**src/core/tmrb_pkg.sv**
```systemverilog
// Purpose: constants and types shared by the timer type B register slice
// Assumes: 8-bit register port with a 4-bit byte address
// Notes: register masks clear every unimplemented bit
package tmrb_pkg;

  // ---------------------------------------------------------------------
  // bus geometry
  // ---------------------------------------------------------------------
  localparam int TMRB_ADDR_W = 4;
  localparam int TMRB_DATA_W = 8;
  localparam int TMRB_CNT_W = 16;

  // ---------------------------------------------------------------------
  // register offsets
  // ---------------------------------------------------------------------
  localparam logic [3:0] OFF_MAIN_CTRL = 4'h0;
  localparam logic [3:0] OFF_MODE_CTRL = 4'h1;
  localparam logic [3:0] OFF_EVENT_CTRL = 4'h4;
  localparam logic [3:0] OFF_INT_ENABLE = 4'h5;
  localparam logic [3:0] OFF_INT_FLAGS = 4'h6;
  localparam logic [3:0] OFF_RUN_STATUS = 4'h7;
  localparam logic [3:0] OFF_DEBUG_CTRL = 4'h8;
  localparam logic [3:0] OFF_BYTE_BUF = 4'h9;
  localparam logic [3:0] OFF_CNT_LO = 4'hA;
  localparam logic [3:0] OFF_CNT_HI = 4'hB;
  localparam logic [3:0] OFF_COMPARE_CAPTURE_VALUE_LO = 4'hC;
  localparam logic [3:0] OFF_COMPARE_CAPTURE_VALUE_HI = 4'hD;

  // ---------------------------------------------------------------------
  // reset values and writable-bit masks
  // ---------------------------------------------------------------------
  localparam logic [7:0] RST_BYTE = 8'h00;
  localparam logic [15:0] RST_WORD = 16'h0000;
  localparam logic [7:0] MASK_MAIN = 8'h57;
  localparam logic [7:0] MASK_MODE = 8'h77;
  localparam logic [7:0] MASK_EVENT = 8'h51;
  localparam logic [7:0] MASK_BIT0 = 8'h01;

  // ---------------------------------------------------------------------
  // field positions
  // ---------------------------------------------------------------------
  localparam int MAIN_ENABLE_BIT = 0;
  localparam int MAIN_CLOCK_SOURCE_SELECT_LSB = 1;
  localparam int MAIN_CLOCK_SOURCE_SELECT_MSB = 2;
  localparam int MAIN_RESTART_FOLLOW_BIT = 4;
  localparam int MAIN_SLEEP_KEEP_BIT = 6;
  localparam int MODE_SEL_LSB = 0;
  localparam int MODE_SEL_MSB = 2;
  localparam int MODE_OUT_GATE_BIT = 4;
  localparam int MODE_OUT_START_BIT = 5;
  localparam int MODE_EVT_IMMEDIATE_BIT = 6;
  localparam int EVT_TRIGGER_EN_BIT = 0;
  localparam int EVT_EDGE_BIT = 4;
  localparam int EVT_FILTER_BIT = 6;
  localparam int FLAG_EVENT_SNAPSHOT_MODE_BIT = 0;
  localparam int STATUS_RUN_BIT = 0;
  localparam int DEBUG_KEEP_BIT = 0;

  // ---------------------------------------------------------------------
  // clock choices, filter length
  // ---------------------------------------------------------------------
  localparam logic [1:0] CLK_UNDIVIDED = 2'h0;
  localparam logic [1:0] CLK_HALVED = 2'h1;
  localparam logic [1:0] CLK_TIMER_A = 2'h2;
  localparam int FILT_SAMPLES = 4;

  typedef enum logic [2:0] {
    MODE_PERIODIC_TICK = 3'b000,
    MODE_EXPIRY_CHECK = 3'b001,
    MODE_EVENT_SNAPSHOT = 3'b010,
    MODE_FREQUENCY = 3'b011,
    MODE_PULSE_WIDTH = 3'b100,
    MODE_PERIOD_WIDTH = 3'b101,
    MODE_ONE_SHOT = 3'b110,
    MODE_EIGHT_BIT_PULSE = 3'b111
  } tmrb_mode_t;

  typedef enum logic [1:0] {
    PH_IDLE = 2'b00,
    PH_MEASURE = 2'b01,
    PH_WAIT_END = 2'b10
  } tmrb_phase_t;

endpackage

```
**src/core/tmrb_core.sv**
```systemverilog
// Purpose: timer type B with control registers, counter and output
// Assumes: one clock; the capture event arrives from outside that clock
// Notes: 16-bit registers use a shared byte buffer, low byte first
//
// Overview of operation
// - with sleep_keep_running set the timer runs in standby, else it halts.
// - sleep_keep_running is ignored while the timer A clock is chosen.
// - with restart_follow_timer_a set the counter restarts with timer A.
// - clock_source_select picks undivided, halved, timer A, or no clock.
// - bit 0 of main control enables the timer.
// - in one-shot mode the immediate bit raises the output on the event.
// - output_start_level gives the initial output level.
// - with output_gate clear the compare output is held at zero.
// - counting_mode_select picks one of eight counting modes.
// - the filter bit of event control enables the noise filter.
// - the filter passes a change after four equal clock samples.
// - event_trigger_input_enable lets events drive the mode action.
// - the capture flag clears on a written one or a capture read.
//
// The strobed register port was decided locally.
`timescale 1ns/10ps
module tmrb_core #(
  parameter int FILT_LEN = tmrb_pkg::FILT_SAMPLES
) (
  input wire logic ref_clk,
  input wire logic sys_rst,
  input wire logic [tmrb_pkg::TMRB_ADDR_W-1:0] reg_addr,
  input wire logic [tmrb_pkg::TMRB_DATA_W-1:0] reg_wdata,
  input wire logic reg_wr,
  input wire logic reg_rd,
  output logic [tmrb_pkg::TMRB_DATA_W-1:0] reg_rdata,
  input wire logic standby_sleep,
  input wire logic debug_halt,
  input wire logic tca_count_tick,
  input wire logic tca_restart,
  input wire logic capture_event_in,
  output logic compare_capture_value_out,
  output logic event_snapshot_mode_event_out,
  output logic irq
);
  import tmrb_pkg::*;

  if (FILT_LEN < 2 || FILT_LEN > 16) begin : g_bad_filt
    $error("FILT_LEN must lie between 2 and 16");
  end

  // ---------------------------------------------------------------------
  // registers
  // ---------------------------------------------------------------------
  logic [7:0] main_r;
  logic [7:0] mode_r;
  logic [7:0] evt_r;
  logic [7:0] ien_r;
  logic [7:0] dbg_r;
  logic [7:0] buf_r;
  logic [7:0] buf_nxt;
  logic flag_r;
  logic flag_nxt;
  logic [15:0] cnt_r;
  logic [15:0] cnt_nxt;
  logic [15:0] compare_capture_value_r;
  logic [15:0] compare_capture_value_nxt;
  logic run_r;
  logic run_nxt;
  logic out_r;
  logic out_nxt;
  logic pend_r;
  logic pend_nxt;
  logic div_r;
  logic event_snapshot_mode_set;
  tmrb_phase_t phase_r;
  tmrb_phase_t phase_nxt;
  logic [7:0] rdata_nxt;

  // ---------------------------------------------------------------------
  // address decode
  // ---------------------------------------------------------------------
  wire wr_main = reg_wr && reg_addr == OFF_MAIN_CTRL;
  wire wr_mode = reg_wr && reg_addr == OFF_MODE_CTRL;
  wire wr_evt = reg_wr && reg_addr == OFF_EVENT_CTRL;
  wire wr_ien = reg_wr && reg_addr == OFF_INT_ENABLE;
  wire wr_flags = reg_wr && reg_addr == OFF_INT_FLAGS;
  wire wr_dbg = reg_wr && reg_addr == OFF_DEBUG_CTRL;
  wire wr_buf = reg_wr && reg_addr == OFF_BYTE_BUF;
  wire wr_cnt_lo = reg_wr && reg_addr == OFF_CNT_LO;
  wire wr_cnt_hi = reg_wr && reg_addr == OFF_CNT_HI;
  wire wr_compare_capture_value_lo = reg_wr && reg_addr == OFF_COMPARE_CAPTURE_VALUE_LO;
  wire wr_compare_capture_value_hi = reg_wr && reg_addr == OFF_COMPARE_CAPTURE_VALUE_HI;
  wire rd_cnt_lo = reg_rd && reg_addr == OFF_CNT_LO;
  wire rd_compare_capture_value_lo = reg_rd && reg_addr == OFF_COMPARE_CAPTURE_VALUE_LO;

  // ---------------------------------------------------------------------
  // field views
  // ---------------------------------------------------------------------
  wire enable = main_r[MAIN_ENABLE_BIT];
  wire [1:0] clk_choice = main_r[MAIN_CLOCK_SOURCE_SELECT_MSB:MAIN_CLOCK_SOURCE_SELECT_LSB];
  wire restart_follow = main_r[MAIN_RESTART_FOLLOW_BIT];
  wire sleep_keep = main_r[MAIN_SLEEP_KEEP_BIT];
  wire [2:0] mode_bits = mode_r[MODE_SEL_MSB:MODE_SEL_LSB];
  wire tmrb_mode_t mode = tmrb_mode_t'(mode_bits);
  wire out_gate = mode_r[MODE_OUT_GATE_BIT];
  wire out_start = mode_r[MODE_OUT_START_BIT];
  wire evt_immediate = mode_r[MODE_EVT_IMMEDIATE_BIT];
  wire trig_en = evt_r[EVT_TRIGGER_EN_BIT];
  wire edge_neg = evt_r[EVT_EDGE_BIT];
  wire filt_on = evt_r[EVT_FILTER_BIT];
  wire capture_mode = mode == MODE_EVENT_SNAPSHOT ||
      mode == MODE_FREQUENCY || mode == MODE_PULSE_WIDTH ||
      mode == MODE_PERIOD_WIDTH;

  // ---------------------------------------------------------------------
  // count clock selection and halting
  // ---------------------------------------------------------------------
  wire src_tick = (clk_choice == CLK_UNDIVIDED) ? 1'b1 :
      (clk_choice == CLK_HALVED) ? div_r :
      (clk_choice == CLK_TIMER_A) ? tca_count_tick : 1'b0;
  wire sleep_halt = standby_sleep && !sleep_keep &&
      clk_choice != CLK_TIMER_A;
  wire dbg_stop = debug_halt && !dbg_r[DEBUG_KEEP_BIT];
  wire active = enable && !sleep_halt && !dbg_stop;
  wire tick = active && src_tick;
  wire follow_restart = enable && restart_follow && tca_restart;

  // ---------------------------------------------------------------------
  // event input: synchroniser and noise filter
  // ---------------------------------------------------------------------
  logic sync1_r;
  logic sync2_r;
  logic sync3_r;
  logic [FILT_LEN-1:0] hist_r;
  logic lvl_r;
  logic prev_r;
  wire all_high = &hist_r;
  wire all_low = ~|hist_r;
  wire lvl_nxt = filt_on ? (all_high ? 1'b1 : all_low ? 1'b0 : lvl_r) :
      (sync2_r == sync3_r) ? sync3_r : lvl_r;

  always_ff @(posedge ref_clk or posedge sys_rst) begin
    if (sys_rst) begin
      sync1_r <= 1'b0;
      sync2_r <= 1'b0;
      sync3_r <= 1'b0;
      hist_r <= '0;
      lvl_r <= 1'b0;
      prev_r <= 1'b0;
    end else begin
      sync1_r <= capture_event_in;
      sync2_r <= sync1_r;
      sync3_r <= sync2_r;
      hist_r <= {hist_r[FILT_LEN-2:0], sync3_r};
      lvl_r <= lvl_nxt;
      prev_r <= lvl_r;
    end
  end

  wire ev_ok = active && trig_en;
  wire pos_edge = ev_ok && lvl_r && !prev_r;
  wire neg_edge = ev_ok && !lvl_r && prev_r;
  wire act_edge = edge_neg ? neg_edge : pos_edge;
  wire opp_edge = edge_neg ? pos_edge : neg_edge;
  wire at_top = cnt_r == compare_capture_value_r;
  wire [15:0] cnt_inc = cnt_r + 16'h0001;
  wire pwm_top = cnt_r[7:0] == compare_capture_value_r[7:0];

  // ---------------------------------------------------------------------
  // counting modes
  // ---------------------------------------------------------------------
  always_comb begin
    cnt_nxt = cnt_r;
    compare_capture_value_nxt = compare_capture_value_r;
    run_nxt = run_r;
    out_nxt = out_r;
    pend_nxt = 1'b0;
    phase_nxt = phase_r;
    event_snapshot_mode_set = 1'b0;
    if (!enable) begin
      run_nxt = 1'b0;
      out_nxt = out_start;
      phase_nxt = PH_IDLE;
    end else begin
      case (mode)
        MODE_PERIODIC_TICK: begin
          run_nxt = 1'b1;
          if (tick) begin
            cnt_nxt = at_top ? 16'h0000 : cnt_inc;
            event_snapshot_mode_set = at_top;
          end
          out_nxt = out_start;
        end
        MODE_EXPIRY_CHECK: begin
          if (act_edge) begin
            run_nxt = 1'b1;
          end else if (opp_edge) begin
            run_nxt = 1'b0;
          end
          if (run_r && tick) begin
            cnt_nxt = at_top ? 16'h0000 : cnt_inc;
            event_snapshot_mode_set = at_top;
          end
          out_nxt = out_start;
        end
        MODE_EVENT_SNAPSHOT: begin
          run_nxt = 1'b1;
          if (tick) begin
            cnt_nxt = cnt_inc;
          end
          if (act_edge) begin
            compare_capture_value_nxt = cnt_r;
            event_snapshot_mode_set = 1'b1;
          end
          out_nxt = out_start;
        end
        MODE_FREQUENCY: begin
          run_nxt = 1'b1;
          if (act_edge) begin
            compare_capture_value_nxt = cnt_r;
            cnt_nxt = 16'h0000;
            event_snapshot_mode_set = 1'b1;
          end else if (tick) begin
            cnt_nxt = cnt_inc;
          end
          out_nxt = out_start;
        end
        MODE_PULSE_WIDTH: begin
          run_nxt = 1'b1;
          if (act_edge) begin
            cnt_nxt = 16'h0000;
          end else if (tick) begin
            cnt_nxt = cnt_inc;
          end
          if (opp_edge) begin
            compare_capture_value_nxt = cnt_r;
            event_snapshot_mode_set = 1'b1;
          end
          out_nxt = out_start;
        end
        MODE_PERIOD_WIDTH: begin
          if (run_r && tick) begin
            cnt_nxt = cnt_inc;
          end
          case (phase_r)
            PH_IDLE: begin
              if (act_edge) begin
                cnt_nxt = 16'h0000;
                run_nxt = 1'b1;
                phase_nxt = PH_MEASURE;
              end
            end
            PH_MEASURE: begin
              if (opp_edge) begin
                compare_capture_value_nxt = cnt_r;
                phase_nxt = PH_WAIT_END;
              end
            end
            PH_WAIT_END: begin
              if (act_edge) begin
                run_nxt = 1'b0;
                event_snapshot_mode_set = 1'b1;
                phase_nxt = PH_IDLE;
              end
            end
            default: begin
              phase_nxt = PH_IDLE;
            end
          endcase
          out_nxt = out_start;
        end
        MODE_ONE_SHOT: begin
          if (!run_r && !pend_r && act_edge) begin
            pend_nxt = 1'b1;
            if (evt_immediate) begin
              out_nxt = 1'b1;
            end
          end
          if (pend_r) begin
            run_nxt = 1'b1;
            cnt_nxt = 16'h0000;
            out_nxt = 1'b1;
          end else if (run_r && tick) begin
            if (at_top) begin
              run_nxt = 1'b0;
              out_nxt = 1'b0;
              event_snapshot_mode_set = 1'b1;
            end else begin
              cnt_nxt = cnt_inc;
            end
          end
        end
        MODE_EIGHT_BIT_PULSE: begin
          run_nxt = 1'b1;
          if (tick) begin
            cnt_nxt = pwm_top ? 16'h0000 : {8'h00, cnt_inc[7:0]};
            event_snapshot_mode_set = pwm_top;
          end
          out_nxt = cnt_r[7:0] < compare_capture_value_r[15:8];
        end
        default: begin
          run_nxt = 1'b0;
        end
      endcase
      if (follow_restart) begin
        cnt_nxt = 16'h0000;
      end
    end
    if (wr_cnt_hi) begin
      cnt_nxt = {reg_wdata, buf_r};
    end
    if (wr_compare_capture_value_hi) begin
      compare_capture_value_nxt = {reg_wdata, buf_r};
    end
  end

  // ---------------------------------------------------------------------
  // flag, byte buffer, read mux
  // ---------------------------------------------------------------------
  wire flag_wclr = wr_flags && reg_wdata[FLAG_EVENT_SNAPSHOT_MODE_BIT];
  wire flag_rclr = rd_compare_capture_value_lo && capture_mode;
  assign flag_nxt = event_snapshot_mode_set || (flag_r && !flag_wclr && !flag_rclr);
  assign buf_nxt = rd_cnt_lo ? cnt_r[15:8] :
      rd_compare_capture_value_lo ? compare_capture_value_r[15:8] :
      (wr_buf || wr_cnt_lo || wr_compare_capture_value_lo) ? reg_wdata : buf_r;

  always_comb begin
    rdata_nxt = 8'h00;
    case (reg_addr)
      OFF_MAIN_CTRL: rdata_nxt = main_r;
      OFF_MODE_CTRL: rdata_nxt = mode_r;
      OFF_EVENT_CTRL: rdata_nxt = evt_r;
      OFF_INT_ENABLE: rdata_nxt = ien_r;
      OFF_INT_FLAGS: rdata_nxt = {7'h00, flag_r};
      OFF_RUN_STATUS: rdata_nxt = {7'h00, run_r};
      OFF_DEBUG_CTRL: rdata_nxt = dbg_r;
      OFF_BYTE_BUF: rdata_nxt = buf_r;
      OFF_CNT_LO: rdata_nxt = cnt_r[7:0];
      OFF_CNT_HI: rdata_nxt = buf_r;
      OFF_COMPARE_CAPTURE_VALUE_LO: rdata_nxt = compare_capture_value_r[7:0];
      OFF_COMPARE_CAPTURE_VALUE_HI: rdata_nxt = buf_r;
      default: rdata_nxt = 8'h00;
    endcase
  end

  // ---------------------------------------------------------------------
  // control registers
  // ---------------------------------------------------------------------
  always_ff @(posedge ref_clk or posedge sys_rst) begin
    if (sys_rst) begin
      main_r <= RST_BYTE;
      mode_r <= RST_BYTE;
      evt_r <= RST_BYTE;
      ien_r <= RST_BYTE;
      dbg_r <= RST_BYTE;
    end else begin
      if (wr_main) main_r <= reg_wdata & MASK_MAIN;
      if (wr_mode) mode_r <= reg_wdata & MASK_MODE;
      if (wr_evt) evt_r <= reg_wdata & MASK_EVENT;
      if (wr_ien) ien_r <= reg_wdata & MASK_BIT0;
      if (wr_dbg) dbg_r <= reg_wdata & MASK_BIT0;
    end
  end

  // ---------------------------------------------------------------------
  // counter state and outputs
  // ---------------------------------------------------------------------
  always_ff @(posedge ref_clk or posedge sys_rst) begin
    if (sys_rst) begin
      cnt_r <= RST_WORD;
      compare_capture_value_r <= RST_WORD;
      buf_r <= RST_BYTE;
      run_r <= 1'b0;
      out_r <= 1'b0;
      pend_r <= 1'b0;
      phase_r <= PH_IDLE;
      div_r <= 1'b0;
      flag_r <= 1'b0;
    end else begin
      cnt_r <= cnt_nxt;
      compare_capture_value_r <= compare_capture_value_nxt;
      buf_r <= buf_nxt;
      run_r <= run_nxt;
      out_r <= out_nxt;
      pend_r <= pend_nxt;
      phase_r <= phase_nxt;
      div_r <= active && !div_r;
      flag_r <= flag_nxt;
    end
  end

  always_ff @(posedge ref_clk or posedge sys_rst) begin
    if (sys_rst) begin
      reg_rdata <= 8'h00;
      compare_capture_value_out <= 1'b0;
      event_snapshot_mode_event_out <= 1'b0;
      irq <= 1'b0;
    end else begin
      reg_rdata <= reg_rd ? rdata_nxt : 8'h00;
      compare_capture_value_out <= out_gate && out_nxt;
      event_snapshot_mode_event_out <= event_snapshot_mode_set;
      irq <= flag_nxt && ien_r[FLAG_EVENT_SNAPSHOT_MODE_BIT];
    end
  end

endmodule // tmrb_core

```
**config.mk**
```make
export PLATFORM = sky130hd
export DESIGN_NAME = tmrb_core
export DESIGN_NICKNAME = d
export VERILOG_FILES = /design/src/core/tmrb_pkg.sv /design/src/core/tmrb_core.sv
export SDC_FILE = /design/constraint.sdc
export NUM_CORES = 1
export LEC_CHECK = 0
export BUFFER_PORTS_ARGS = -buffer_cell sky130_fd_sc_hd__buf_4
export CAP_MARGIN = 40
export CORE_ASPECT_RATIO = 0.8
export CORE_MARGIN = 2
export CORE_UTILIZATION = 66
export DETAILED_ROUTE_END_ITERATION = 10
export PLACE_DENSITY = 0.85
export SLEW_MARGIN = 20
export SYNTH_ARGS = -nofsm -noshare
export SYNTH_HDL_FRONTEND = slang
export SYNTH_SLANG_ARGS = --single-unit
```
**constraint.sdc**
```tcl
create_clock -name ref_clk -period 4.98 [get_ports ref_clk]
set_input_delay 0.249 -clock ref_clk [delete_from_list [all_inputs] [get_ports ref_clk]]
set_output_delay 0.249 -clock ref_clk [all_outputs]
set_load 0.02 [all_outputs]
```
; Yosys cells after proc, flatten, opt, wreduce, memory -nomap -nowiden
; Cells that the tools add are included.
[totals]
register_bits = 83
word_cells = 218
inputBits = 21
[classes]
magnitude_cmp = 1
n_eq_ne = 44
add_sub_neg = 1
n_reduce_logical = 74
mux = 74
[op_table]
columns = op, n
row1 = $mux W16, 20
row2 = $pmux W16 S7, 1
row3 = $pmux W8 S10, 1
row4 = $pmux W16 S3, 1
row5 = $mux W8, 5
row6 = $logic_and A1 B1 Y1, 36
row7 = $mux W1, 36
row8 = $ne A4 B4 Y1 const B, 8
row9 = $eq A4 B4 Y1 const B, 6
row10 = $add A16 B1 Y16 const B, 1
row11 = $eq A16 B16 Y1, 1
row12 = $eq A4 B3 Y1 const B, 4
row13 = $eq A3 B3 Y1 const B, 4
row14 = $ne A3 B3 Y1 const B, 4
row15 = $reduce_and A4 Y1, 3
row16 = $reduce_and A6 Y1, 2
row17 = $logic_not A1 Y1, 11
row18 = $mux W2, 5
row19 = $ne A5 B5 Y1 const B, 2
row20 = $eq A8 B8 Y1, 1
row21 = $lt A8 B8 Y1, 1
row22 = $pmux W1 S7, 1
row23 = $eq A3 B2 Y1 const B, 2
row24 = $logic_or A1 B1 Y1, 6
row25 = 26 further kinds, 32

; Logic depth before layout (Yosys ltp)
[depth]
ltp_word = 18
depth_mapped = 10

; Worst setup path before layout
; Ideal clock, no wire load.
[synth_timing]
path_type = reg-to-reg
from = register cnt_r[0]
to = register cnt_r[1]
setup_time_ps = 126
t_arrival_ps = 2068
t_required_ps = 4854
setup_slack_ps = 2786
path_stages_with_launch = 9
cell_sequence = dfrtp_1 > buf_6 > xor2_2 > nor4_4 > nand4_2 > o2111ai_4 > nand2_4 > o2111a_1 > a221o_1
[synth_via]
elab_chain_len = 8
[synth_lines]
columns = item, line
row1 = from (decl), tmrb_core.sv:59  ; logic [15:0] cnt_r;
row2 = from (signal assigned), tmrb_core.sv:376  ; cnt_r <= cnt_nxt;
row3 = $add A16 B1 Y16, tmrb_core.sv:162  ; wire [15:0] cnt_inc = cnt_r + 16'h0001;
row4 = $mux W16 (on tied branches), "tmrb_core.sv:280, tmrb_core.sv:238"
row5 = $mux W16 (on tied branches), "tmrb_core.sv:279, tmrb_core.sv:243"
row6 = $mux W16 (on tied branches), "tmrb_core.sv:275, tmrb_core.sv:241"
row7 = $pmux W16 S7, tmrb_core.sv:181  ; case (mode)
row8 = $mux W16, tmrb_core.sv:301  ; if (follow_restart) begin
row9 = $mux W16, tmrb_core.sv:176  ; if (!enable) begin
row10 = $mux W16, tmrb_core.sv:305  ; if (wr_cnt_hi) begin
; Several ways; a longest one is shown, not always the timed one. The select of a mux whose other input is x is not followed.
; A chain may end at the register's enable or synchronous reset.

; Worst setup path after layout
[layout_timing]
from = register cnt_r[10]
to = register cnt_r[7]
[layout_via]
elab_chain_len = 7
[layout_lines]
columns = item, line
row1 = $eq A16 B16 Y1 (*), tmrb_core.sv:161  ; wire at_top = cnt_r == compare_capture_value_r;
row2 = $mux W16, "tmrb_core.sv:185, tmrb_core.sv:197"
row3 = $mux W16 (on tied branches), "tmrb_core.sv:196, tmrb_core.sv:184"
row4 = $pmux W16 S7, tmrb_core.sv:181
row5 = $mux W16, tmrb_core.sv:301
row6 = $mux W16, tmrb_core.sv:176
row7 = $mux W16, tmrb_core.sv:305
; Mark *: on every way between the ends. The rest lies on a longest branch, timed or not. The select of a mux whose other input is x is not followed.

==> impl_metrics.json <==
{
  "rows": 29,
  "overflow": 0,
  "core-area_um2": 7950,
  "async_reset_ff_share_pct": 100,
  "vias_per_cell": 6.92,
  "crit_chain": "xor2_1, nor4_1, nand4_2, o2111a_2, nor2_4, a211oi_1, nor4_2",
  "insertion_delay_ns": 0.38,
  "maxCapViolCount": 0,
  "start_kind": "register",
  "power.total_mw": 2.72,
  "wl_met3_um": 1760,
  "dp_hpwl_um": 10800,
  "path_max_fanout": 13,
  "post_cts_buffers": 0,
  "critical_path_buf_inv_count": 0,
  "io_buffer_count": 31,
  "area_growth_syn_to_layout_pct": 7.28,
  "clkTransAtPathRegs_ns": 0.09,
  "insertedDiodeCount": 0,
  "nets": 617,
  "wirelength_met1_um": 6620,
  "fin_worst_skew_ns": 0.0106,
  "start_util_pct": 68.4,
  "hold_violations": 0,
  "syn_area_per_cell_um2": 9.32,
  "fmax_mhz": 355,
  "dr_wl_met2_um": 6410,
  "hp-class": "in2async",
  "slew_headroom_pct": 45.6,
  "cts_sinks": 83,
  "r2r_start": "cnt_r[10]",
  "globalplace.congestion": 1.01,
  "die_y_um": 85.2,
  "reg2regPathDepth": 7,
  "r2r-end": "cnt_r[7]",
  "final_common_cell": "dfrtp_1",
  "synth_seq_area_share_pct": 38.2,
  "drt_iter0_markers": 518,
  "antenna_left": 0,
  "tritoncts": "done",
  "grt_pass1_vias": 4653,
  "finalSetupTns_ns": 0,
  "timing.final.max_slew_violations": 0,
  "synthFlopType": "dfrtp_1",
  "cts_resized": 0,
  "cpPeakStageDelay_ns": 0.53,
  "finalSetupViolations": 0,
  "synth_edf_count": 0,
  "status": "complete, no violations",
  "synth_cells": 583,
  "fillers": 563,
  "die-area_um2": 8980,
  "wl_per_cell_um": 21.8,
  "rsz0062_at_grt": "false",
  "slowest_stage": "dfrtp_1",
  "detail_route.first_pass.iterations": 5,
  "drive_gt1_share_pct": 18.0,
  "synth_area_um2": 5430,
  "p_leak_nw": 2.49,
  "io-pin-count": 32,
  "worstPathRequired_ns": 5.25,
  "r2r_slack_ns": 2.17,
  "crit_family": "simple AND/OR/NAND/NOR gates",
  "drcViolationCount": 0,
  "ir_drop_mv": 0.277,
  "ys_ff_latch": 83,
  "period_share_pct": 56.5,
  "highest_layer": "met4",
  "ys_warn_count": 0,
  "fin_crit_ns": 2.81,
  "layout_common_cells": "dfrtp_1 (83), nand2_1 (68), o21ai_0 (43)",
  "htreeDepth": 3,
  "die_width_um": 105,
  "tightest_slew_ns": 0.817,
  "critical_path_class": "reg2reg",
  "totalWireLength_um": 15300,
  "gr-usage-all-layers_pct": 35.4,
  "cp.arrival_ns": 3.09,
  "syn_nets": 612,
  "cts_made_buffers": 9,
  "grt_max_degree": 44,
  "p_per_area_nw_per_um2": 467,
  "ys_types": 80,
  "root_buffer": "clkbuf_8",
  "grt_pass1_wl_um": 24600,
  "antenna_found_initial": 0,
  "cp-end-kind": "register",
  "vias": 4848,
  "clk_path_buf_depth": 2
}
## worst max-delay path by stage
| stage | cells past startpoint | start | to | slack (ns) |
|---|---|---|---|---|
| 3_3_place_gp | 6 | main_r[0] | cnt_r[10] | 2.35 |
| 6_report | 7 | cnt_r[10] | cnt_r[7] | 2.17 |
| 3_5_place_dp | 7 | cnt_r[9] | cnt_r[7] | 2.28 |
| 2_1_floorplan | 1 | sys_rst | buf_r[0] | 2.59 |
| 4_1_cts | 7 | cnt_r[9] | cnt_r[7] | 2.28 |
| 5_1_grt | 6 | main_r[0] | cnt_r[2] | 2.13 |
## cell families after synthesis
logic type,after synthesis,share of synthesized area (%)
xor+xnor,20,3.36
simple gates,198,19.0
compound gates,165,21.8
flops,83,38.2
buf+inv,59,5.67
fa+ha+maj,8,1.84
mux,50,10.1
## tightest hold or removal path, cell delays in order
cell and delay (ns):
buf_4 0.11, clkinv_2 0.03, buf_4 0.46
## state kept, by name (all words and copies together) (netlist names), 2 cells and up
register                 cells
evt_r                        3
mode_r                       6
phase_r                      2
main_r                       5
buf_r                        8
hist_r                       4
reg_rdata                    8
compare_capture_value_r     16
cnt_r                       16
## through the flow
step / worst slack (ns) / hold slack, ns / util (%) / area (µm²) / std cells
floorplan: 2.59 / 0.280 / - / 5430 / 583
global placement: 2.35 / 0.338 / 70.2 / 5580 / 682
detailed placement: 2.28 / 0.346 / 70.6 / 5610 / 684
CTS: 2.28 / 0.0254 / 73.3 / 5830 / 701
global route: 2.13 / 0.0688 / 73.3 / 5830 / 701
finish: 2.17 / 0.00893 / 73.3 / 5830 / 701
## final cells by class
type	count	area, µm²	share of cell area, %
multi-input combinational	441	3050	52.4
clock buffer	9	124	2.13
sequential	83	2080	35.6
clock inverter	7	83.8	1.44
timing repair buffer	36	289	4.96
inverter	17	65.1	1.12
tap	108	135	2.32
## routing by layer
layer	track usage, %	vias up
met5	0	-
met2	49.9	313
li1	-	2163
met3	10.1	45
met4	14.1	0
met1	51.4	2327
## synthesized netlist by cell type (3+ instances only)
cell        n  area share (%)
a2111oi_0   4            0.64
a21oi_1    28             2.6
a221o_1     4            0.74
a221oi_1    4            0.64
a222oi_1    4            0.74
a22oi_1     9             1.2
a31oi_1    11             1.3
a32oi_1     7             1.1
and2_1      7            0.81
and3_1      9             1.0
and4_1      3            0.48
buf_1       3            0.21
buf_2       9            0.83
buf_4       4            0.55
buf_6       8             1.7
clkbuf_1   18             1.2
dfrtp_1    83              38
ha_1        8             1.8
inv_1      17             1.2
mux2_2     27             5.6
mux2i_1    22             4.1
nand2_1    68             4.7
nand2b_1    8            0.92
nand3_1    16             1.5
nand4_1     6            0.69
nor2_1     35             2.4
nor2b_1    10             1.2
nor3_1      5            0.46
nor4_1      4            0.46
o211ai_1    7            0.97
o21ai_0    43             4.0
o21ai_1     4            0.37
o22ai_1     3            0.35
or2_2       4            0.46
or3_1       4            0.46
xor2_1     19             3.1
## power by group
part | total [mW] | internal (mW) | switching [mW]
clock network | 0.524 | 0.242 | 0.281
logic | 0.987 | 0.433 | 0.554
registers | 1.21 | 0.851 | 0.362
total | 2.72 | 1.53 | 1.20
## timing repair
action                     in CTS  in global routing
hold endpoints to repair        1                  0
hold buffers                    1                  0
setup endpoints to repair       0                  0
Power figures use the tool's default switching activity.
